[config.mk]
export PLATFORM = sky130hd
export DESIGN_NAME = eee_lpi_tx_hold_control
export DESIGN_NICKNAME = d
export VERILOG_FILES = /design/src/eee_reg_slave.v /design/src/eee_lpi_tx_hold_control.v
export VERILOG_INCLUDE_DIRS = /design/src
export SDC_FILE = /design/constraint.sdc
export NUM_CORES = 2
export LEC_CHECK = 0
export BUFFER_PORTS_ARGS = -buffer_cell sky130_fd_sc_hd__buf_4
export CORE_UTILIZATION = 43
export DETAILED_ROUTE_END_ITERATION = 10
export REMOVE_ABC_BUFFERS = 1
export SYNTH_ARGS = -nofsm -noshare
export SYNTH_HDL_FRONTEND = slang
export SYNTH_SLANG_ARGS = --single-unit
[constraint.sdc]
create_clock -name i_clk -period 3.9 [get_ports i_clk]
set_input_delay 0.195 -clock i_clk [delete_from_list [all_inputs] [get_ports i_clk]]
set_output_delay 0.195 -clock i_clk [all_outputs]
set_load 0.1 [all_outputs]
[src/eee_defines.vh]
// Constants for the energy-saving transmit hold control block.
// Assumes a 200 MHz core clock; included by bare name.
`ifndef EEE_DEFINES_VH
`define EEE_DEFINES_VH

`define EEE_CLK_PERIOD_PS   5000
`define EEE_NPORTS          10
`define EEE_NQUEUES         8

// Wakeup times in ns, cycles rounded up (least times)
`define EEE_WAKE_1G_NS      17000
`define EEE_WAKE_OTHER_NS   30000
`define EEE_WAKE_1G_CYC     ((`EEE_WAKE_1G_NS * 1000 + `EEE_CLK_PERIOD_PS - 1) / `EEE_CLK_PERIOD_PS)
`define EEE_WAKE_OTHER_CYC  ((`EEE_WAKE_OTHER_NS * 1000 + `EEE_CLK_PERIOD_PS - 1) / `EEE_CLK_PERIOD_PS)

// Hold time in ns, cycles rounded down (longest time)
`define EEE_HOLD_NS         48000
`define EEE_HOLD_CYC        ((`EEE_HOLD_NS * 1000) / `EEE_CLK_PERIOD_PS)

`define EEE_BYTE_THRESH     16'd3000

// Register byte addresses
`define EEE_REG_ENABLE      8'h00
`define EEE_REG_POWERED     8'h04
`define EEE_REG_ALLOW       8'h08
`define EEE_REG_URGENT0     8'h10
`define EEE_REG_URGENT_LAST 8'h34

// Reset values
`define EEE_ENABLE_RST      10'h000
`define EEE_URGENT_RST      80'h0

`endif

[src/eee_reg_slave.v]
// Register slave for the energy-saving control: enable, urgent masks, status.
// Assumes a one-cycle strobe master; read data valid only the cycle after.
`timescale 1ns/1ps
`default_nettype none
`include "eee_defines.vh"

module eee_reg_slave (
  input  wire        i_clk,
  input  wire        i_nrst,
  input  wire [7:0]  i_addr,
  input  wire [31:0] i_wdata,
  input  wire        i_wr,
  input  wire        i_rd,
  input  wire [9:0]  i_powered,
  input  wire [9:0]  i_allow,
  output reg  [31:0] o_rdata,
  output reg  [9:0]  o_enable,
  output reg  [79:0] o_urgent
);

  // Urgent register index from byte address; 4'hf when not an urgent register
  function [3:0] urg_idx;
    input [7:0] a;
    begin
      if (a >= `EEE_REG_URGENT0 && a <= `EEE_REG_URGENT_LAST && a[1:0] == 2'b00)
        urg_idx = a[5:2] - 4'h4;
      else
        urg_idx = 4'hf;
    end
  endfunction

  wire [3:0] wr_idx = urg_idx(i_addr);
  integer    p;

  always @(posedge i_clk or negedge i_nrst) begin
    if (!i_nrst) begin
      o_enable <= `EEE_ENABLE_RST;
      o_urgent <= `EEE_URGENT_RST;
      o_rdata  <= 32'h0;
    end else begin
      o_rdata <= 32'h0;
      if (i_wr) begin
        if (i_addr == `EEE_REG_ENABLE)
          o_enable <= i_wdata[9:0];
        for (p = 0; p < `EEE_NPORTS; p = p + 1) begin
          if (wr_idx == p[3:0])
            o_urgent[p*8 +: 8] <= i_wdata[7:0];
        end
      end
      if (i_rd) begin
        if (i_addr == `EEE_REG_ENABLE)
          o_rdata <= {22'h0, o_enable};
        else if (i_addr == `EEE_REG_POWERED)
          o_rdata <= {22'h0, i_powered};
        else if (i_addr == `EEE_REG_ALLOW)
          o_rdata <= {22'h0, i_allow};
        else begin
          for (p = 0; p < `EEE_NPORTS; p = p + 1) begin
            if (urg_idx(i_addr) == p[3:0])
              o_rdata <= {24'h0, o_urgent[p*8 +: 8]};
          end
        end
      end
    end
  end

endmodule // eee_reg_slave

`default_nettype wire

[src/eee_lpi_tx_hold_control.v]
// Per-port energy-saving transmit control: powers transmit circuits down when
// idle, defers wake-up by byte threshold or hold timer, urgent queues bypass.
// Assumes queue status and link resolution inputs are synchronous to i_clk.
`timescale 1ns/1ps
`default_nettype none
`include "eee_defines.vh"

module eee_lpi_tx_hold_control #(
  parameter WAKE_OTHER_CYC = `EEE_WAKE_OTHER_CYC,
  parameter HOLD_CYC       = `EEE_HOLD_CYC
) (
  input  wire         i_clk,
  input  wire         i_nrst,
  input  wire [7:0]   i_addr,
  input  wire [31:0]  i_wdata,
  input  wire         i_wr,
  input  wire         i_rd,
  output wire [31:0]  o_rdata,
  input  wire [9:0]   i_aneg,
  input  wire [9:0]   i_speed_1g,
  input  wire [9:0]   i_fdx_100m,
  input  wire [79:0]  i_q_nonempty,
  input  wire [159:0] i_enq_bytes,
  output wire [9:0]   o_tx_powered,
  output wire [9:0]   o_tx_allow
);

  localparam [3:0] ST_SLEEP  = 4'b0001;
  localparam [3:0] ST_HOLD   = 4'b0010;
  localparam [3:0] ST_WAKE   = 4'b0100;
  localparam [3:0] ST_ACTIVE = 4'b1000;

  // Integer cycle figures cut to the counter widths on purpose
  localparam integer WAKE_1G_I  = `EEE_WAKE_1G_CYC;
  localparam integer WAKE_OTH_I = WAKE_OTHER_CYC;
  localparam integer HOLD_LIM_I = HOLD_CYC;
  localparam [12:0]  WAKE_1G    = WAKE_1G_I[12:0];
  localparam [12:0]  WAKE_OTH   = WAKE_OTH_I[12:0];
  localparam [13:0]  HOLD_LIM   = HOLD_LIM_I[13:0];

  wire [9:0]  enable;
  wire [79:0] urgent;
  wire [9:0]  powered_q;
  wire [9:0]  allow_q;

  assign o_tx_powered = powered_q;
  assign o_tx_allow   = allow_q;

  eee_reg_slave u_regs (
    .i_clk     (i_clk),
    .i_nrst    (i_nrst),
    .i_addr    (i_addr),
    .i_wdata   (i_wdata),
    .i_wr      (i_wr),
    .i_rd      (i_rd),
    .i_powered (powered_q),
    .i_allow   (allow_q),
    .o_rdata   (o_rdata),
    .o_enable  (enable),
    .o_urgent  (urgent)
  );

  // Saturating byte accumulator
  function [15:0] sat_add;
    input [15:0] a;
    input [15:0] b;
    reg   [16:0] s;
    begin
      s = {1'b0, a} + {1'b0, b};
      sat_add = s[16] ? 16'hffff : s[15:0];
    end
  endfunction

  genvar g;
  generate
    for (g = 0; g < `EEE_NPORTS; g = g + 1) begin : g_port
      reg  [3:0]  st_q;
      reg  [3:0]  st_d;
      reg  [13:0] hold_q;
      reg  [13:0] hold_d;
      reg  [15:0] bytes_q;
      reg  [15:0] bytes_d;
      reg  [12:0] wake_q;
      reg  [12:0] wake_d;
      reg         pwr_d;
      reg         alw_d;
      reg         pwr_q;
      reg         alw_q;

      // One flop per port, gathered into the status vectors
      assign powered_q[g] = pwr_q;
      assign allow_q[g]   = alw_q;

      wire [7:0]  qne     = i_q_nonempty[g*8 +: 8];
      wire        any_q   = |qne;
      wire        urg_hit = |(qne & urgent[g*8 +: 8]);
      wire [15:0] add     = i_enq_bytes[g*16 +: 16];
      // Eligible only when enabled and resolved to a saving-capable mode
      wire        elig    = enable[g] & i_aneg[g]
                            & (i_speed_1g[g] | i_fdx_100m[g]);
      // Link ends must agree on this figure; per-speed default used
      wire [12:0] wake_lim = i_speed_1g[g] ? WAKE_1G : WAKE_OTH;

      always @* begin
        st_d    = st_q;
        hold_d  = hold_q;
        bytes_d = bytes_q;
        wake_d  = wake_q;
        pwr_d   = 1'b1;
        alw_d   = 1'b0;
        if (!elig) begin
          // Ineligible ports stay fully powered
          st_d    = ST_ACTIVE;
          hold_d  = 14'h0;
          bytes_d = 16'h0;
          wake_d  = 13'h0;
          alw_d   = 1'b1;
        end else begin
          case (st_q)
            ST_SLEEP: begin
              pwr_d   = 1'b0;
              bytes_d = sat_add(bytes_q, add);
              if (urg_hit) begin
                st_d  = ST_WAKE;
                pwr_d = 1'b1;
              end else if (any_q) begin
                st_d   = ST_HOLD;
                hold_d = 14'h1;
              end
            end
            ST_HOLD: begin
              pwr_d   = 1'b0;
              bytes_d = sat_add(bytes_q, add);
              if (hold_q != 14'h3fff)
                hold_d = hold_q + 14'h1;
              if (urg_hit || bytes_d >= `EEE_BYTE_THRESH
                  || hold_q >= HOLD_LIM) begin
                st_d  = ST_WAKE;
                pwr_d = 1'b1;
              end
            end
            ST_WAKE: begin
              wake_d = wake_q + 13'h1;
              if (wake_d >= wake_lim) begin
                st_d  = ST_ACTIVE;
                alw_d = 1'b1;
              end
            end
            ST_ACTIVE: begin
              alw_d = 1'b1;
              if (!any_q) begin
                st_d    = ST_SLEEP;
                pwr_d   = 1'b0;
                alw_d   = 1'b0;
                hold_d  = 14'h0;
                bytes_d = 16'h0;
                wake_d  = 13'h0;
              end
            end
            default: begin
              st_d    = ST_ACTIVE;
              hold_d  = 14'h0;
              bytes_d = 16'h0;
              wake_d  = 13'h0;
              alw_d   = 1'b1;
            end
          endcase
        end
      end

      always @(posedge i_clk or negedge i_nrst) begin
        if (!i_nrst) begin
          st_q    <= ST_ACTIVE;
          hold_q  <= 14'h0;
          bytes_q <= 16'h0;
          wake_q  <= 13'h0;
          pwr_q   <= 1'b1;
          alw_q   <= 1'b1;
        end else begin
          st_q    <= st_d;
          hold_q  <= hold_d;
          bytes_q <= bytes_d;
          wake_q  <= wake_d;
          pwr_q   <= pwr_d;
          alw_q   <= alw_d;
        end
      end
    end
  endgenerate

endmodule // eee_lpi_tx_hold_control

`default_nettype wire

==> impl_results.md <==
* Status: finished, final reports clean
* Largest net degree at the start of global routing at 80
* Final HPWL DP at between 80000 and 90000 um
* Unique masters post-synth at 94
* Max-Cap Viols at 0
* Vias in the first global route at 33700
* PwrDens at ~320 nW/um^2
* VDD IR max at around 0.28 mV
* Input/output buffers at 321
* Cell with the most instances after synthesis: o21ai_0
* LEAKAGE at 22.0 nW
* Least-Margin Pin Slew at between 1 and 1.5 ns
* Tcrit/Tclk final at just over 90%
* Worst min-delay path class: input pin to register
* Worst EP required at 4.42 ns
* Die Wd at between 300 and 400 um
* Via count at between 30000 and 40000
* Ys flop type: dfrtp_1
* EDFF count, synth at 0
* Average size of a mapped cell at just under 9 sq um
* Synth area leaders: dfrtp_1 (36%), ha_1 (8.0%), o21ai_0 (7.3%)
* Area grow syn2layout at 16.8%
* Unrepaired setup endpoints after global routing: false
* Core Area at 90400 sq um
* Clock Skews at ~0.026 ns
* Fmax at 281 MHz
* Setup TNS at 0 ns
* Worst-case clock buffer depth at 3
* RD Place Congestion at between 0.9 and 1
* Ys Warns at 0
* Nets at 5422
* Share of cells above drive strength 1 at 13.9%
* WL per Instance at 18.3 um
* Clock buffer count from CTS at 75
* CTS Sinks at 590
* Global-route wire length before repair at 180000 um
* Mapped Cells at approximately 4500
* Crit end category: register
* DRC at 0
* Crit path launch type: register
* Relative slew slack at approximately 26%
* CTS Root Cell: clkbuf_16
* PostCTS Resize Cnt at 0
* Final count of hold timing violations at 0
* Total GRT Usage at between 20% and 30%
* Yosys top cell area share at 35.6%
* WHS at a little under 0.05 ns
* Vias/cell at ~5.8
* Grt ovf at 0
* Synth top cells by count: o21ai_0 (577), dfrtp_1 (560), nor2_1 (466)
* Yosys top cell by area: dfrtp_1
* WS Path Type: register to register
* Ys async rst share at 100%
* Max Slew Vio Count at 0
* Clk slew on worst S/H paths at around 0.06 ns
* Antenna viol nets, final at 0
* Clock latency on the worst-skew pair at about 0.63 ns
* Crit path DAT at ~4.1 ns
* Sequential cell area fraction in the yosys report at a little under two fifths
* Pre-antenna DRT Iters at 5
* Fin util at between 50% and 60%
* Worst-path maximum fanout at 3
* 1st-iter DRT viols at about 2400
* Die Area at approximately 93000 sq um
* Starting density of the core at roughly 44%
* Initial antenna violation count at 19
* Total Routed Length at around 110000 um
* Period minus WS final at ~3.6 ns
* H-tree Lvls at 3
* CTS tree: done
* Cell area after synthesis at between 30000 and 40000 sq um
* Pwr Total at 0.0145 W
* I/O Pins at about 370
* Synth Register Bits at a little under 600
* Setup-failing EPs final at 0
* Height of the die at slightly above 300 um
* Cell Rows at between 100 and 150
==> cell type report <==
| cell class | instances | area (sq um) |
|---|---|---|
| repair buffers | 426 | 3380 |
| well taps | 1176 | 1470 |
| fillers | 8544 | 44400 |
| flip-flops and latches | 590 | 14800 |
| diodes | 6 | 15.0 |
| clock buffers | 113 | 2160 |
| inverters | 86 | 323 |
| clock inverters | 22 | 300 |
| multi-input cells | 3666 | 23600 |
==> worst max-delay path: stages, from the launching register on <==
cell and delay, ns:
dfrtp_1 0.38, ha_1 0.22, fa_1 0.43, a211oi_1 0.37, o21ai_1 0.21, a31o_1 0.21, a21oi_1 0.21, xnor2_1 0.10
or4_1 0.50, a2111o_1 0.39, o41ai_1 0.31, o311ai_1 0.15
==> registers in the layout (all words and copies together), names as in the netlist <==
name and flops:
g_port.bytes_q 160, g_port.hold_q 140, g_port.wake_q 130, u_regs.o_urgent 80, g_port.st_q 40, g_port.alw_q 10, g_port.pwr_q 10, u_regs.o_enable 10
u_regs.o_rdata 10
==> cell usage in the layout, fill, tap and decap left out, types with 29 or more instances in the layout <==
cell / count
buf_4: 380
nand2_1: 446
inv_1: 86
nand3_1: 146
clkbuf_16: 75
a22o_1: 67
and2_1: 33
nor4_1: 39
nand2b_1: 73
o31ai_1: 57
nor3_1: 58
ha_1: 253
nor2b_1: 63
dfrtp_1: 560
mux2_2: 97
a211oi_1: 38
a21oi_1: 192
o21bai_1: 29
dfstp_2: 30
o21a_1: 45
and3_1: 126
xnor2_1: 117
a31oi_1: 45
a21o_1: 86
dlygate4sd3_1: 39
o21ai_0: 577
xor2_1: 104
a22oi_1: 55
nor2_1: 466
==> report_power, final <==
group          switching (W)  total [W]  internal, W
clock network        0.00282    0.00704      0.00423
logic               0.000761    0.00127     0.000504
registers          0.0000627    0.00623      0.00617
==> final timing paths <==
check                      slack [ns]  cells after the start                             start                                 to
max                              0.34                     11  g_port[9].bytes_q[0]$_DFFE_PN0P_          g_port[9].pwr_q$_DFF_PN1_
min                              0.05                      4                  i_enq_bytes[113]   g_port[7].bytes_q[1]$_DFFE_PN0P_
max reg2reg                      0.34                     11  g_port[9].bytes_q[0]$_DFFE_PN0P_          g_port[9].pwr_q$_DFF_PN1_
min reg2reg                      0.47                      2  g_port[4].bytes_q[0]$_DFFE_PN0P_   g_port[4].bytes_q[0]$_DFFE_PN0P_
max in group asynchronous        2.75                      3                            i_nrst          g_port[3].pwr_q$_DFF_PN1_
min in group asynchronous        0.17                      2                            i_nrst  g_port[7].bytes_q[10]$_DFFE_PN0P_
==> metrics by stage <==
stage	setup slack, ns	std cells	area [sq um]
global placement	0.376	5905	43200
global route	0.0625	6083	46000
floorplan	0.330	4342	38700
detailed placement	0.350	5905	43200
CTS	0.343	6079	46000
finish	0.341	6085	46000
==> layer usage <==
metal | routed length [um] | GRT usage (%)
met4 | 2220 | 5.40
met2 | 47700 | 35.6
met5 | 195 | 0
met1 | 53500 | 34.5
met3 | 7590 | 5.31
==> cell families after synthesis <==
family          Yosys count  share of synthesized area, %
fa+ha+maj               263                          8.54
simple gates           1593                          19.1
other cells               1                       0.00951
mux                     118                          3.53
flops                   590                          37.6
buf+inv                 263                          2.93
xor+xnor                221                          4.91
compound gates         1449                          23.4
==> timing repair <==
item / in CTS / in global routing
hold buffers: 39 / 0
endpoints found under the hold margin: 169 / 0
setup endpoints to repair: 0 / 0
buffers inserted: 0 / 0
(Power assumes the default switching activity.)
